$ cat src/shared/ierr_pkg.sv
// Package: register map, field positions and helpers of internal error regs
package ierr_pkg;

    // Register bus geometry
    localparam int unsigned DATA_W      = 32;
    localparam int unsigned ADDR_W      = 12;

    // Register byte offsets
    localparam logic [11:0] OFS_CTRL    = 12'h480;
    localparam logic [11:0] OFS_STS     = 12'h484;
    localparam logic [11:0] OFS_MSK     = 12'h488;
    localparam logic [11:0] OFS_IRQ_STS = 12'h490;
    localparam logic [11:0] OFS_IRQ_MSK = 12'h494;

    // Reset values
    localparam logic [31:0] CTRL_RST    = 32'h0000_0001;
    localparam logic [31:0] STS_RST     = 32'h0000_0000;
    localparam logic [31:0] MSK_RST     = 32'h0000_0000;
    localparam logic [31:0] IRQ_STS_RST = 32'h0000_0000;
    localparam logic [31:0] IRQ_MSK_RST = 32'h0000_0000;

    // Control fields
    localparam int unsigned CTRL_EN_BIT = 0;

    // Status and mask field positions (same layout in both)
    localparam int unsigned STS_IN_PTO  = 0;
    localparam int unsigned STS_IN_NPTO = 1;
    localparam int unsigned STS_IN_CTO  = 2;
    localparam int unsigned STS_EG_PTO  = 4;
    localparam int unsigned STS_EG_NPTO = 5;
    localparam int unsigned STS_EG_CTO  = 6;
    localparam int unsigned STS_ID_SBE  = 7;
    localparam int unsigned STS_ID_DBE  = 8;
    localparam int unsigned STS_IC_SBE  = 9;
    localparam int unsigned STS_IC_DBE  = 10;
    localparam int unsigned STS_ED_SBE  = 11;
    localparam int unsigned STS_ED_DBE  = 12;
    localparam int unsigned STS_EC_SBE  = 13;
    localparam int unsigned STS_EC_DBE  = 14;
    localparam int unsigned STS_E2E_PE  = 15;
    localparam int unsigned STS_LINK    = 16;
    localparam int unsigned STS_RC_SBE  = 17;
    localparam int unsigned STS_RC_DBE  = 18;
    localparam int unsigned NUM_SRC     = 19;

    // Implemented status bits; bit 3 and 31:19 read as zero
    localparam logic [31:0] STS_IMPL    = 32'h0007_FFF7;
    // Double-bit ECC error positions
    localparam logic [31:0] STS_DBE     = 32'h0004_5500;

    // Interrupt status fields
    localparam int unsigned IRQ_REPORT  = 0;
    localparam int unsigned IRQ_DOUBLE  = 1;
    localparam int unsigned IRQ_LINK    = 2;
    localparam logic [31:0] IRQ_IMPL    = 32'h0000_0007;

    // Sticky flag update where a set beats a clear in the same cycle
    function automatic logic [31:0] sticky(input logic [31:0] old,
                                           input logic [31:0] set,
                                           input logic [31:0] clr);
        sticky = (old & ~clr) | set;
    endfunction : sticky

    // Address decode of one register strobe
    function automatic logic hit(input logic        strobe,
                                 input logic [11:0] addr,
                                 input logic [11:0] ofs);
        hit = strobe && (addr == ofs);
    endfunction : hit

endpackage : ierr_pkg

$ cat src/core/ierr_src_capture.sv
// Error source capture: pulse sources plus rising edge of a level flag
module ierr_src_capture #(
    parameter int unsigned N        = 19,
    parameter int unsigned LINK_BIT = 16
) (
    input  wire logic         i_sys_clk,
    input  wire logic         i_rst_n,
    input  wire logic [N-1:0] i_evt,
    input  wire logic         i_link_flag,
    output logic      [N-1:0] o_set
);

    // Refuse a link position outside the vector
    if (LINK_BIT >= N) begin : g_bad_link_bit
        $error("ierr_src_capture: LINK_BIT must be below N");
    end

    logic link_ff;

    // Previous level of the link flag
    always_ff @(posedge i_sys_clk or negedge i_rst_n) begin
        if (!i_rst_n) begin
            link_ff <= 1'b0;
        end else begin
            link_ff <= i_link_flag;
        end
    end

    // Pulses pass straight; the flag counts only when it becomes set
    always_comb begin
        o_set           = i_evt;
        o_set[LINK_BIT] = i_evt[LINK_BIT] | (i_link_flag & ~link_ff);
    end

endmodule : ierr_src_capture

$ cat src/core/ierr_regs.sv
// Internal error report registers: capture, mask, report and interrupt
//
// Notes on behaviour
// - Control enable bit, reset to one, gates forwarding of internal errors.
// - Ingress posted, non-posted, completion time-outs set status bits 0-2.
// - Egress posted, non-posted, completion time-outs set status bits 4-6.
// - Ingress data RAM single-bit sets bit 7, double-bit sets bit 8.
// - Ingress control RAM single-bit sets bit 9, double-bit sets bit 10.
// - Egress data RAM single-bit sets bit 11, double-bit sets bit 12.
// - Egress control RAM single-bit sets bit 13, double-bit sets bit 14.
// - End-to-end parity error sets bit 15, cleared by writing one.
// - Unreliable link flag becoming set sets bit 16, write one clears.
// - Replay control RAM single-bit sets bit 17, double-bit bit 18.
// - Mask bit stops its flag reporting but never stops its recording.
module ierr_regs #(
    parameter int unsigned ADDR_W = ierr_pkg::ADDR_W
) (
    input  wire logic              i_sys_clk,
    input  wire logic              i_rst_n,
    // Register port
    input  wire logic [ADDR_W-1:0] i_addr,
    input  wire logic [31:0]       i_wdata,
    input  wire logic              i_wr,
    input  wire logic              i_rd,
    output logic      [31:0]       o_rdata,
    // Ingress frame buffer events
    input  wire logic              i_ingress_posted_timeout,
    input  wire logic              i_ingress_nonposted_timeout,
    input  wire logic              i_ingress_completion_timeout,
    input  wire logic              i_ingress_data_single_ecc,
    input  wire logic              i_ingress_data_double_ecc,
    input  wire logic              i_ingress_ctrl_single_ecc,
    input  wire logic              i_ingress_ctrl_double_ecc,
    // Egress frame buffer events
    input  wire logic              i_egress_posted_timeout,
    input  wire logic              i_egress_nonposted_timeout,
    input  wire logic              i_egress_completion_timeout,
    input  wire logic              i_egress_data_single_ecc,
    input  wire logic              i_egress_data_double_ecc,
    input  wire logic              i_egress_ctrl_single_ecc,
    input  wire logic              i_egress_ctrl_double_ecc,
    // Other sources
    input  wire logic              i_end_to_end_parity_error,
    input  wire logic              i_unreliable_link_flag,
    input  wire logic              i_replay_ctrl_single_ecc,
    input  wire logic              i_replay_ctrl_double_ecc,
    // Report pulse and interrupt
    output logic                   o_int_err_event,
    output logic                   o_irq
);

    // Decode compares the low twelve address bits
    if (ADDR_W < 12) begin : g_bad_addr_w
        $error("ierr_regs: ADDR_W must be at least 12");
    end

    localparam int unsigned N = ierr_pkg::NUM_SRC;

    logic [N-1:0] evt;
    logic [N-1:0] src_set;
    logic [31:0]  set32;
    logic [31:0]  newly;
    logic [11:0]  addr;
    logic         wr_ctrl;
    logic         wr_sts;
    logic         wr_msk;
    logic         wr_imsk;
    logic         rd_ists;
    logic [31:0]  sts_clr;
    logic [31:0]  irq_set;
    logic [31:0]  irq_clr;
    logic [31:0]  rd_mux;

    logic         ctrl_en_ff;
    logic [31:0]  sts_ff;
    logic [31:0]  msk_ff;
    logic [31:0]  irq_sts_ff;
    logic [31:0]  irq_msk_ff;
    logic [31:0]  rdata_ff;
    logic         event_ff;

    logic         nxt_event;
    logic [31:0]  nxt_sts;
    logic [31:0]  nxt_irq_sts;

    // Gather pulse sources into the status layout
    always_comb begin
        evt                          = '0;
        evt[ierr_pkg::STS_IN_PTO]    = i_ingress_posted_timeout;
        evt[ierr_pkg::STS_IN_NPTO]   = i_ingress_nonposted_timeout;
        evt[ierr_pkg::STS_IN_CTO]    = i_ingress_completion_timeout;
        evt[ierr_pkg::STS_EG_PTO]    = i_egress_posted_timeout;
        evt[ierr_pkg::STS_EG_NPTO]   = i_egress_nonposted_timeout;
        evt[ierr_pkg::STS_EG_CTO]    = i_egress_completion_timeout;
        evt[ierr_pkg::STS_ID_SBE]    = i_ingress_data_single_ecc;
        evt[ierr_pkg::STS_ID_DBE]    = i_ingress_data_double_ecc;
        evt[ierr_pkg::STS_IC_SBE]    = i_ingress_ctrl_single_ecc;
        evt[ierr_pkg::STS_IC_DBE]    = i_ingress_ctrl_double_ecc;
        evt[ierr_pkg::STS_ED_SBE]    = i_egress_data_single_ecc;
        evt[ierr_pkg::STS_ED_DBE]    = i_egress_data_double_ecc;
        evt[ierr_pkg::STS_EC_SBE]    = i_egress_ctrl_single_ecc;
        evt[ierr_pkg::STS_EC_DBE]    = i_egress_ctrl_double_ecc;
        evt[ierr_pkg::STS_E2E_PE]    = i_end_to_end_parity_error;
        evt[ierr_pkg::STS_RC_SBE]    = i_replay_ctrl_single_ecc;
        evt[ierr_pkg::STS_RC_DBE]    = i_replay_ctrl_double_ecc;
    end

    // Link flag edge joins the pulse sources
    ierr_src_capture #(
        .N        (N),
        .LINK_BIT (ierr_pkg::STS_LINK)
    ) u_capture (
        .i_sys_clk   (i_sys_clk),
        .i_rst_n     (i_rst_n),
        .i_evt       (evt),
        .i_link_flag (i_unreliable_link_flag),
        .o_set       (src_set)
    );

    // Register strobe decode
    assign addr    = i_addr[11:0];
    assign wr_ctrl = ierr_pkg::hit(i_wr, addr, ierr_pkg::OFS_CTRL);
    assign wr_sts  = ierr_pkg::hit(i_wr, addr, ierr_pkg::OFS_STS);
    assign wr_msk  = ierr_pkg::hit(i_wr, addr, ierr_pkg::OFS_MSK);
    assign wr_imsk = ierr_pkg::hit(i_wr, addr, ierr_pkg::OFS_IRQ_MSK);
    assign rd_ists = ierr_pkg::hit(i_rd, addr, ierr_pkg::OFS_IRQ_STS);

    // Status update: hardware set beats a write-one clear
    assign set32   = {{(32 - N){1'b0}}, src_set} & ierr_pkg::STS_IMPL;
    assign sts_clr = wr_sts ? i_wdata : 32'h0000_0000;
    assign nxt_sts = ierr_pkg::sticky(sts_ff, set32, sts_clr)
                     & ierr_pkg::STS_IMPL;

    // Flags set this cycle that were clear and are not masked
    assign newly     = set32 & ~sts_ff & ~msk_ff;
    assign nxt_event = ctrl_en_ff && (newly != 32'h0000_0000);

    // Control register, enable out of reset
    always_ff @(posedge i_sys_clk or negedge i_rst_n) begin
        if (!i_rst_n) begin
            ctrl_en_ff <= ierr_pkg::CTRL_RST[ierr_pkg::CTRL_EN_BIT];
        end else if (wr_ctrl) begin
            ctrl_en_ff <= i_wdata[ierr_pkg::CTRL_EN_BIT];
        end
    end

    // Sticky status flags
    always_ff @(posedge i_sys_clk or negedge i_rst_n) begin
        if (!i_rst_n) begin
            sts_ff <= ierr_pkg::STS_RST;
        end else begin
            sts_ff <= nxt_sts;
        end
    end

    // Report mask, same layout as the status
    always_ff @(posedge i_sys_clk or negedge i_rst_n) begin
        if (!i_rst_n) begin
            msk_ff <= ierr_pkg::MSK_RST;
        end else if (wr_msk) begin
            msk_ff <= i_wdata & ierr_pkg::STS_IMPL;
        end
    end

    // One-cycle report pulse to the error reporting logic
    always_ff @(posedge i_sys_clk or negedge i_rst_n) begin
        if (!i_rst_n) begin
            event_ff <= 1'b0;
        end else begin
            event_ff <= nxt_event;
        end
    end

    assign o_int_err_event = event_ff;

    // Interrupt events: report issued, double-bit error, link unreliable
    always_comb begin
        irq_set                       = '0;
        irq_set[ierr_pkg::IRQ_REPORT] = nxt_event;
        irq_set[ierr_pkg::IRQ_DOUBLE] =
            (set32 & ierr_pkg::STS_DBE) != 32'h0000_0000;
        irq_set[ierr_pkg::IRQ_LINK]   = set32[ierr_pkg::STS_LINK];
    end

    // A read of the interrupt status clears it; a new event still wins
    assign irq_clr     = rd_ists ? 32'hFFFF_FFFF : 32'h0000_0000;
    assign nxt_irq_sts = ierr_pkg::sticky(irq_sts_ff, irq_set, irq_clr)
                         & ierr_pkg::IRQ_IMPL;

    // Interrupt status
    always_ff @(posedge i_sys_clk or negedge i_rst_n) begin
        if (!i_rst_n) begin
            irq_sts_ff <= ierr_pkg::IRQ_STS_RST;
        end else begin
            irq_sts_ff <= nxt_irq_sts;
        end
    end

    // Interrupt mask, one enables the matching status bit
    always_ff @(posedge i_sys_clk or negedge i_rst_n) begin
        if (!i_rst_n) begin
            irq_msk_ff <= ierr_pkg::IRQ_MSK_RST;
        end else if (wr_imsk) begin
            irq_msk_ff <= i_wdata & ierr_pkg::IRQ_IMPL;
        end
    end

    // Level interrupt while any enabled status bit is set
    assign o_irq = (irq_sts_ff & irq_msk_ff) != 32'h0000_0000;

    // Read mux, unmapped offsets read zero
    always_comb begin
        unique case (addr)
            ierr_pkg::OFS_CTRL:    rd_mux = {31'h0000_0000, ctrl_en_ff};
            ierr_pkg::OFS_STS:     rd_mux = sts_ff;
            ierr_pkg::OFS_MSK:     rd_mux = msk_ff;
            ierr_pkg::OFS_IRQ_STS: rd_mux = irq_sts_ff;
            ierr_pkg::OFS_IRQ_MSK: rd_mux = irq_msk_ff;
            default:               rd_mux = 32'h0000_0000;
        endcase
    end

    // Read data stand only in the cycle after the strobe
    always_ff @(posedge i_sys_clk or negedge i_rst_n) begin
        if (!i_rst_n) begin
            rdata_ff <= 32'h0000_0000;
        end else begin
            rdata_ff <= i_rd ? rd_mux : 32'h0000_0000;
        end
    end

    assign o_rdata = rdata_ff;

    // Checks on the reporting and recording behaviour

    // No report while the enable is clear
    property p_en_gate;
        @(posedge i_sys_clk) disable iff (!i_rst_n)
        !ctrl_en_ff |=> !o_int_err_event;
    endproperty
    a_en_gate: assert property (p_en_gate)
        else $error("report raised while enable clear");

    // Ingress time-outs recorded
    property p_in_to;
        @(posedge i_sys_clk) disable iff (!i_rst_n)
        (src_set[2:0] != 3'h0) |=>
            ((sts_ff[2:0] & $past(src_set[2:0])) == $past(src_set[2:0]));
    endproperty
    a_in_to: assert property (p_in_to)
        else $error("ingress time-out not recorded");

    // Egress time-outs recorded
    property p_eg_to;
        @(posedge i_sys_clk) disable iff (!i_rst_n)
        (src_set[6:4] != 3'h0) |=>
            ((sts_ff[6:4] & $past(src_set[6:4])) == $past(src_set[6:4]));
    endproperty
    a_eg_to: assert property (p_eg_to)
        else $error("egress time-out not recorded");

    // Ingress data RAM ECC recorded
    property p_in_dat;
        @(posedge i_sys_clk) disable iff (!i_rst_n)
        i_ingress_data_single_ecc ##0 i_ingress_data_double_ecc
            |=> sts_ff[8:7] == 2'h3;
    endproperty
    a_in_dat: assert property (p_in_dat)
        else $error("ingress data ECC not recorded");

    // Ingress control RAM ECC recorded
    property p_in_ctl;
        @(posedge i_sys_clk) disable iff (!i_rst_n)
        i_ingress_ctrl_double_ecc |=> sts_ff[10]
            ##1 (sts_ff[10] || $past(wr_sts && i_wdata[10]));
    endproperty
    a_in_ctl: assert property (p_in_ctl)
        else $error("ingress control ECC flag lost");

    // Egress data RAM ECC recorded
    property p_eg_dat;
        @(posedge i_sys_clk) disable iff (!i_rst_n)
        (i_egress_data_single_ecc || i_egress_data_double_ecc) |=>
            sts_ff[11] == $past(i_egress_data_single_ecc
                                | (sts_ff[11] & !(wr_sts & i_wdata[11])));
    endproperty
    a_eg_dat: assert property (p_eg_dat)
        else $error("egress data ECC flag wrong");

    // Egress control RAM ECC recorded
    property p_eg_ctl;
        @(posedge i_sys_clk) disable iff (!i_rst_n)
        i_egress_ctrl_single_ecc |=> sts_ff[13];
    endproperty
    a_eg_ctl: assert property (p_eg_ctl)
        else $error("egress control ECC not recorded");

    // Parity flag clears on a one written with no new error
    property p_e2e_clr;
        @(posedge i_sys_clk) disable iff (!i_rst_n)
        (wr_sts && i_wdata[15] && !src_set[15]) |=> !sts_ff[15];
    endproperty
    a_e2e_clr: assert property (p_e2e_clr)
        else $error("parity flag not cleared by write one");

    // Link flag rising sets its status even under a clear
    property p_link;
        @(posedge i_sys_clk) disable iff (!i_rst_n)
        (i_unreliable_link_flag && !$past(i_unreliable_link_flag))
            |=> sts_ff[16];
    endproperty
    a_link: assert property (p_link)
        else $error("unreliable link not recorded");

    // Replay control RAM ECC recorded
    property p_replay;
        @(posedge i_sys_clk) disable iff (!i_rst_n)
        i_replay_ctrl_double_ecc |=> sts_ff[18];
    endproperty
    a_replay: assert property (p_replay)
        else $error("replay double-bit error not recorded");

    // Masked sources record but do not report
    property p_mask;
        @(posedge i_sys_clk) disable iff (!i_rst_n)
        ((set32 & msk_ff) != 32'h0000_0000 && newly == 32'h0000_0000)
            |=> !o_int_err_event
                && ((sts_ff & $past(set32)) == $past(set32));
    endproperty
    a_mask: assert property (p_mask)
        else $error("mask changed recording or reported");

    // A new unmasked flag with enable set reports in the next cycle
    property p_report;
        @(posedge i_sys_clk) disable iff (!i_rst_n)
        (ctrl_en_ff && newly != 32'h0000_0000) |=> o_int_err_event;
    endproperty
    a_report: assert property (p_report)
        else $error("internal error report missing");

endmodule : ierr_regs

$ cat config.mk
export PLATFORM = sky130hd
export DESIGN_NAME = ierr_regs
export DESIGN_NICKNAME = d
export VERILOG_FILES = /design/src/shared/ierr_pkg.sv /design/src/core/ierr_src_capture.sv /design/src/core/ierr_regs.sv
export SDC_FILE = /design/constraint.sdc
export NUM_CORES = 1
export LEC_CHECK = 0
export BUFFER_PORTS_ARGS = -buffer_cell sky130_fd_sc_hd__buf_2
export CORE_ASPECT_RATIO = 0.6
export CORE_MARGIN = 2
export CORE_UTILIZATION = 35
export CTS_CLUSTER_DIAMETER = 60
export CTS_CLUSTER_SIZE = 20
export DETAILED_ROUTE_END_ITERATION = 7
export PLACE_DENSITY = 0.56
export REMOVE_ABC_BUFFERS = 1
export SYNTH_ARGS = -nofsm -noshare
export SYNTH_HDL_FRONTEND = slang
export SYNTH_HIERARCHICAL = 1
export SYNTH_SLANG_ARGS = --single-unit
$ cat constraint.sdc
create_clock -name i_sys_clk -period 4.5 [get_ports i_sys_clk]
set_clock_uncertainty 0.1 [all_clocks]
set_input_delay 0.225 -clock i_sys_clk [delete_from_list [all_inputs] [get_ports i_sys_clk]]
set_output_delay 0.225 -clock i_sys_clk [all_outputs]
set_load 0.02 [all_outputs]
==> results.py, run 1 <==
metrics = {
    "clocking": {
        "htree_levels": 3,
        "cts_tree": "yes",
        "cts_resized": 0,
        "numCtsBuffers": 9,
        "ctsHoldBuffers": 15,
        "cts_buffer_depth": 2,
        "path_clk_slew_ns": 0.06,
        "cts_root_buffer": "clkbuf_16",
        "cts_setup_buffers": 0,
        "clock_sinks": 63,
        "clock_latency_ns": 0.33,
    },
    "floorplan": {
        "die_h_um": 77.3,
        "io_pins": 100,
        "start_util_pct": 36.5,
        "rows": 26,
        "die-area_um2": 9760,
        "core_um2": 8590,
        "die_w_um": 126,
    },
    "timing": {
        "fin_ws_ns": 1.98,
        "slew_headroom_pct": 42.5,
        "max_slew.worst_pin.slew_ns": 0.859,
        "rsz0062_at_grt": "no",
        "fin_setup_tns_ns": 0,
        "setup_viol": 0,
        "fmax_mhz": 397,
        "hold_viol_final": 0,
        "period_minus_slack_ns": 2.52,
        "finalCritPeriodShare_pct": 55.9,
        "drv_slew": 0,
    },
    "detailed_routing": {
        "wl_mm": 7.70,
        "vias": 2345,
        "drc": 0,
        "viasPerCell": 4.95,
        "dr.pass1.iters": 4,
        "ant_nets": 0,
        "drtIter0Drc": 175,
        "avgRoutedWirePerCell_um": 16.2,
    },
    "critical_path": {
        "r2r_slack_ns": 2.57,
        "crit_path_start": "i_addr[11]",
        "cp.arrival_ns": 2.63,
        "endpoint": "msk_ff[14]",
        "ff2ff_path_depth": 6,
        "crit_path_max_fanout": 10,
        "r2r-start": "u_capture/link_ff",
        "start_kind": "input pin",
        "required_ns": 4.61,
        "reg2reg_to": "irq_sts_ff[0]",
        "critPathKind": "in2reg",
        "end_kind": "register",
    },
    "grt": {
        "antenna_found_initial": 0,
        "grt_first_pass_wirelength_mm": 12.1,
        "grt_overflow": 0,
        "grt_pass1_vias": 2290,
        "grt_use_total_pct": 16.5,
        "grt_max_degree": 64,
    },
    "place": {
        "place_inst": 443,
        "place_ws_ns": 1.63,
        "gp_congestion": 0.760,
        "hpwl_mm": 5.24,
        "io_buffers": 71,
    },
    "layout": {
        "antenna_cells": 0,
        "instances_no_fill": 474,
        "layout-drive-gt1-share_pct": 34.8,
        "final_nets": 423,
        "final_util_pct": 45.5,
        "area_delta_synth_final_pct": 24.6,
        "fill_cells": 828,
    },
    "synth": {
        "synth_cells": 283,
        "yosys_warnings": 6,
        "avgSynthCellArea_um2": 11.1,
        "syn_area_um2": 3140,
    },
    "power_and_ir_drop": {
        "powerDensity_nw_per_um2": 355,
        "power_mw": 1.39,
        "p_leak_nw": 1.75,
        "ir_drop_mv": 0.183,
    },
    "flow_run": {
        "drv_cap": 0,
    },
    "outcome": {
        "outcome": "complete, no violations",
    },
    "min_path": {
        "min_path_type": "in2reg",
    },
}
-- worst min path at each step --
stage               slack (ns)  cells after the start                     start           endpoint
floorplan                -0.17                      0                   i_rst_n      irq_msk_ff[0]
global placement          0.25                      1    i_unreliable_link_flag  u_capture/link_ff
detailed placement        0.25                      1    i_unreliable_link_flag  u_capture/link_ff
CTS                      0.004                      2  i_egress_ctrl_double_ecc         sts_ff[14]
global route              0.02                      2  i_replay_ctrl_double_ecc         sts_ff[18]
finish                    0.01                      2  i_egress_ctrl_double_ecc         sts_ff[14]
-- where the power goes --
part / switching, mW / total [mW] / internal [mW]
clock: 0.251 / 0.731 / 0.480
combinational: 0.0502 / 0.0874 / 0.0372
sequential: 0.000917 / 0.569 / 0.568
total: 0.302 / 1.39 / 1.09
-- sequential cells by signal, summed over array words and instances, names as in the netlist --
register and cells:
o_rdata 18, u_capture/link_ff 1, irq_sts_ff 3, ctrl_en_ff 1, o_int_err_event 1, msk_ff 18, sts_ff 18, irq_msk_ff 3
-- cells in the final DEF (no fill, tap or decap), types with 2 or more instances in the layout --
cell type,n
buf_2,71
nor2b_1,2
a21oi_1,17
bufinv_16,2
buf_4,7
inv_1,4
nand2_1,22
clkinv_2,4
nor4_1,4
conb_1,15
dlygate4sd3_1,15
nand3_1,17
nand3b_1,15
a21o_1,20
mux2_2,15
dfrtp_1,62
nor3b_1,16
a22oi_1,3
mux2_4,10
nor3_1,2
nor2_1,4
nor4_2,3
clkbuf_16,9
or3_1,3
-- critical path: stages --
cell and delay, ns:
buf_2 0.09, or4b_1 0.63, or3_4 0.43, or3_1 0.62, buf_4 0.32, mux2_4 0.31
-- through the flow --
stage	hold slack, ns	area, µm²
final	0.0135	3910
after global routing	0.0151	3910
after CTS	0.00437	3910
after detailed placement	0.253	3440
after global placement	0.249	3440
after floorplan	-0.171	2890
-- routing by layer --
| metal | wire length [µm] | part of all wire [%] | up-vias | global-route usage (%) |
|---|---|---|---|---|
| met5 | 0 | 0 | - | 0 |
| met2 | 3180 | 41 | 92 | 22.4 |
| met1 | 3890 | 51 | 1138 | 24.2 |
| li1 | - | - | 1109 | - |
| met3 | 591 | 7.7 | 6 | 6.00 |
| met4 | 32 | 0.42 | 0 | 5.60 |
-- layout make-up --
class	count	area, µm²	share of cell area, %
Inverter	4	15.0	0.384
Clock buffer	9	225	5.76
Multi-Input combinational cell	186	1300	33.4
Clock inverter	7	87.6	2.24
Sequential cell	63	1580	40.4
Tap cell	112	140	3.59
Timing Repair Buffer	93	558	14.3
Power figures use the tool's default switching activity.
==> inputs of run 2 (changes only) <==
--- a/config.mk
+++ b/config.mk
@@ -12,7 +12,7 @@
 export CTS_CLUSTER_DIAMETER = 60
 export CTS_CLUSTER_SIZE = 20
 export DETAILED_ROUTE_END_ITERATION = 7
-export PLACE_DENSITY = 0.56
+export PLACE_DENSITY = 0.59
 export REMOVE_ABC_BUFFERS = 1
 export SYNTH_ARGS = -nofsm -noshare
 export SYNTH_HDL_FRONTEND = slang
==> constraint.sdc (replaced) <==
create_clock -name i_sys_clk -period 2.3 [get_ports i_sys_clk]
set_clock_uncertainty 0.1 [all_clocks]
set_input_delay 0.115 -clock i_sys_clk [delete_from_list [all_inputs] [get_ports i_sys_clk]]
set_output_delay 0.115 -clock i_sys_clk [all_outputs]
set_load 0.02 [all_outputs]
==> results.py, run 2 (synthesis gave the netlist of run 1 again) <==
metrics = {
    "min_path": {
        "min_delay_worst_endpoint": "o_rdata[1]",
        "hp-start": "i_addr[2]",
        "min_path_cells": 3,
        "min_path_type": "in2reg",
    },
    "critical_path": {
        "start_kind": "input pin",
        "critical_path.max_stage_delay_ns": 0.56,
        "cp_top_family": "buffers and inverters",
        "cp_slowest_cell": "dlygate4sd3_1",
        "r2r_slack_ns": 0.35,
        "cp.arrival_ns": 2.33,
        "crit_chain": "buf_2, or4b_1, buf_4, nor4_4, buf_4, nand2_1, a21o_1, dlygate4sd3_1",
        "ff2ff_path_depth": 6,
        "critPathKind": "in2reg",
        "crit_path_max_fanout": 6,
        "crit_buf_inv": 4,
        "cpMostUsedCell": "buf_4",
        "required_ns": 2.41,
        "end_kind": "register",
        "r2r-start": "u_capture/link_ff",
        "reg2reg_to": "irq_sts_ff[0]",
    },
    "timing": {
        "period_minus_slack_ns": 2.22,
        "slew_headroom_pct": 58.6,
        "whs_ns": 0.0396,
        "hold_viol_final": 0,
        "fin_ws_ns": 0.0805,
        "setup_viol": 0,
        "rsz0062_at_grt": "no",
        "max_slew.worst_pin.slew_ns": 0.615,
        "fin_setup_tns_ns": 0,
        "finalCritPeriodShare_pct": 96.5,
        "fmax_mhz": 451,
        "drv_slew": 0,
    },
    "grt": {
        "grt_overflow": 0,
        "grt_pass1_vias": 2551,
        "antenna_found_initial": 0,
        "grt_use_total_pct": 17.6,
        "grt_first_pass_wirelength_mm": 13.1,
        "grt_max_degree": 64,
    },
    "clocking": {
        "cts_root_buffer": "clkbuf_16",
        "clock_latency_ns": 0.33,
        "htree_levels": 3,
        "path_clk_slew_ns": 0.05,
        "clock_sinks": 63,
        "cts_tree": "yes",
        "numCtsBuffers": 9,
        "cts_buffer_depth": 2,
    },
    "layout": {
        "layout_common_cells": "71 x buf_2, 62 x dfrtp_1, 54 x dlygate4sd3_1",
        "layout-drive-gt1-share_pct": 32.2,
        "area_delta_synth_final_pct": 39.7,
        "final_nets": 471,
        "final_common_cell": "buf_2",
        "antenna_cells": 0,
        "final_util_pct": 51.0,
    },
    "outcome": {
        "outcome": "complete, no violations",
    },
    "detailed_routing": {
        "wl_met3_um": 666,
        "wl_mm": 8.35,
        "top_layer": "met4",
        "dr.pass1.iters": 5,
        "drtIter0Drc": 235,
        "vias": 2558,
        "drc": 0,
        "ant_nets": 0,
        "avgRoutedWirePerCell_um": 16.0,
        "dr_wl_met2_mm": 3.62,
        "viasPerCell": 4.90,
        "met1Wirelength_mm": 3.98,
    },
    "place": {
        "io_buffers": 71,
        "gp_congestion": 0.868,
        "hpwl_mm": 5.42,
        "place_ws_ns": 0.0190,
    },
    "floorplan": {
        "io_pins": 100,
        "die-area_um2": 9760,
        "rows": 26,
        "die_h_um": 77.3,
        "core_um2": 8590,
        "start_util_pct": 36.5,
        "die_w_um": 126,
    },
    "power_and_ir_drop": {
        "power_mw": 2.68,
        "p_leak_nw": 1.91,
        "powerDensity_nw_per_um2": 611,
        "ir_drop_mv": 0.386,
    },
    "flow_run": {
        "drv_cap": 0,
    },
}
==> run 2: changes by cell type in the layout (fill, tap and decap cells not counted), sizes merged <==
cell         change
dlygate4sd3     +39
buf              +9
clkbuf           +4
clkinv           -3
bufinv           -1
==> run 2: worst max path at each step <==
stage | startpoint | endpoint | slack (ns) | cells past startpoint
3_5_place_dp | i_addr[11] | msk_ff[16] | 0.02 | 6
5_1_grt | i_addr[11] | sts_ff[9] | 0.004 | 8
2_1_floorplan | i_addr[11] | o_rdata[2] | -0.19 | 4
3_3_place_gp | i_addr[11] | msk_ff[16] | 0.02 | 6
6_report | i_addr[11] | sts_ff[12] | 0.08 | 8
4_1_cts | i_addr[11] | sts_ff[14] | 0.1 | 8
==> run 2: timing repair <==
action / in CTS / in global routing
endpoints found under the setup margin: 0 / 2
endpoints found under the hold margin: 104 / 0
buffers inserted: 0 / 0
hold buffers: 54 / 0
resized for setup: 0 / 5
==> run 2: per-stage QoR <==
step           std cells  area, µm²
6_report             522       4380
5_1_grt              522       4380
4_1_cts              521       4360
3_5_place_dp         451       3530
3_3_place_gp         451       3530
2_1_floorplan        253       2890
==> run 2: area by class of cell <==
| cell class | count | area, µm² |
|---|---|---|
| clock inverters | 3 | 42.5 |
| fillers | 790 | 4210 |
| inverters | 4 | 15.0 |
| repair buffers | 141 | 1040 |
| multi-input cells | 186 | 1310 |
| clock buffers | 13 | 250 |
| well taps | 112 | 140 |
| flip-flops and latches | 63 | 1580 |
==> run 2: power breakdown <==
group          total (mW)  internal [mW]  switching [mW]
Sequential           1.11           1.11         0.00184
Clock                1.35          0.867           0.484
Combinational       0.210          0.103           0.106
==> run 2: worst register-to-register path, stage by stage, from the launching register on <==
cell and delay [ns]:
dfrtp_1 0.32, inv_1 0.04, a21o_1 0.21, nor3b_1 0.16
nor4_1 0.56, a31oi_1 0.17, a221o_1 0.28
==> run 2: routing by layer <==
| layer | GRT usage, % | up-vias |
|---|---|---|
| li1 | - | 1205 |
| met1 | 25.3 | 1245 |
| met2 | 25.0 | 99 |
| met3 | 6.42 | 9 |
| met4 | 4.51 | 0 |
| met5 | 0 | - |
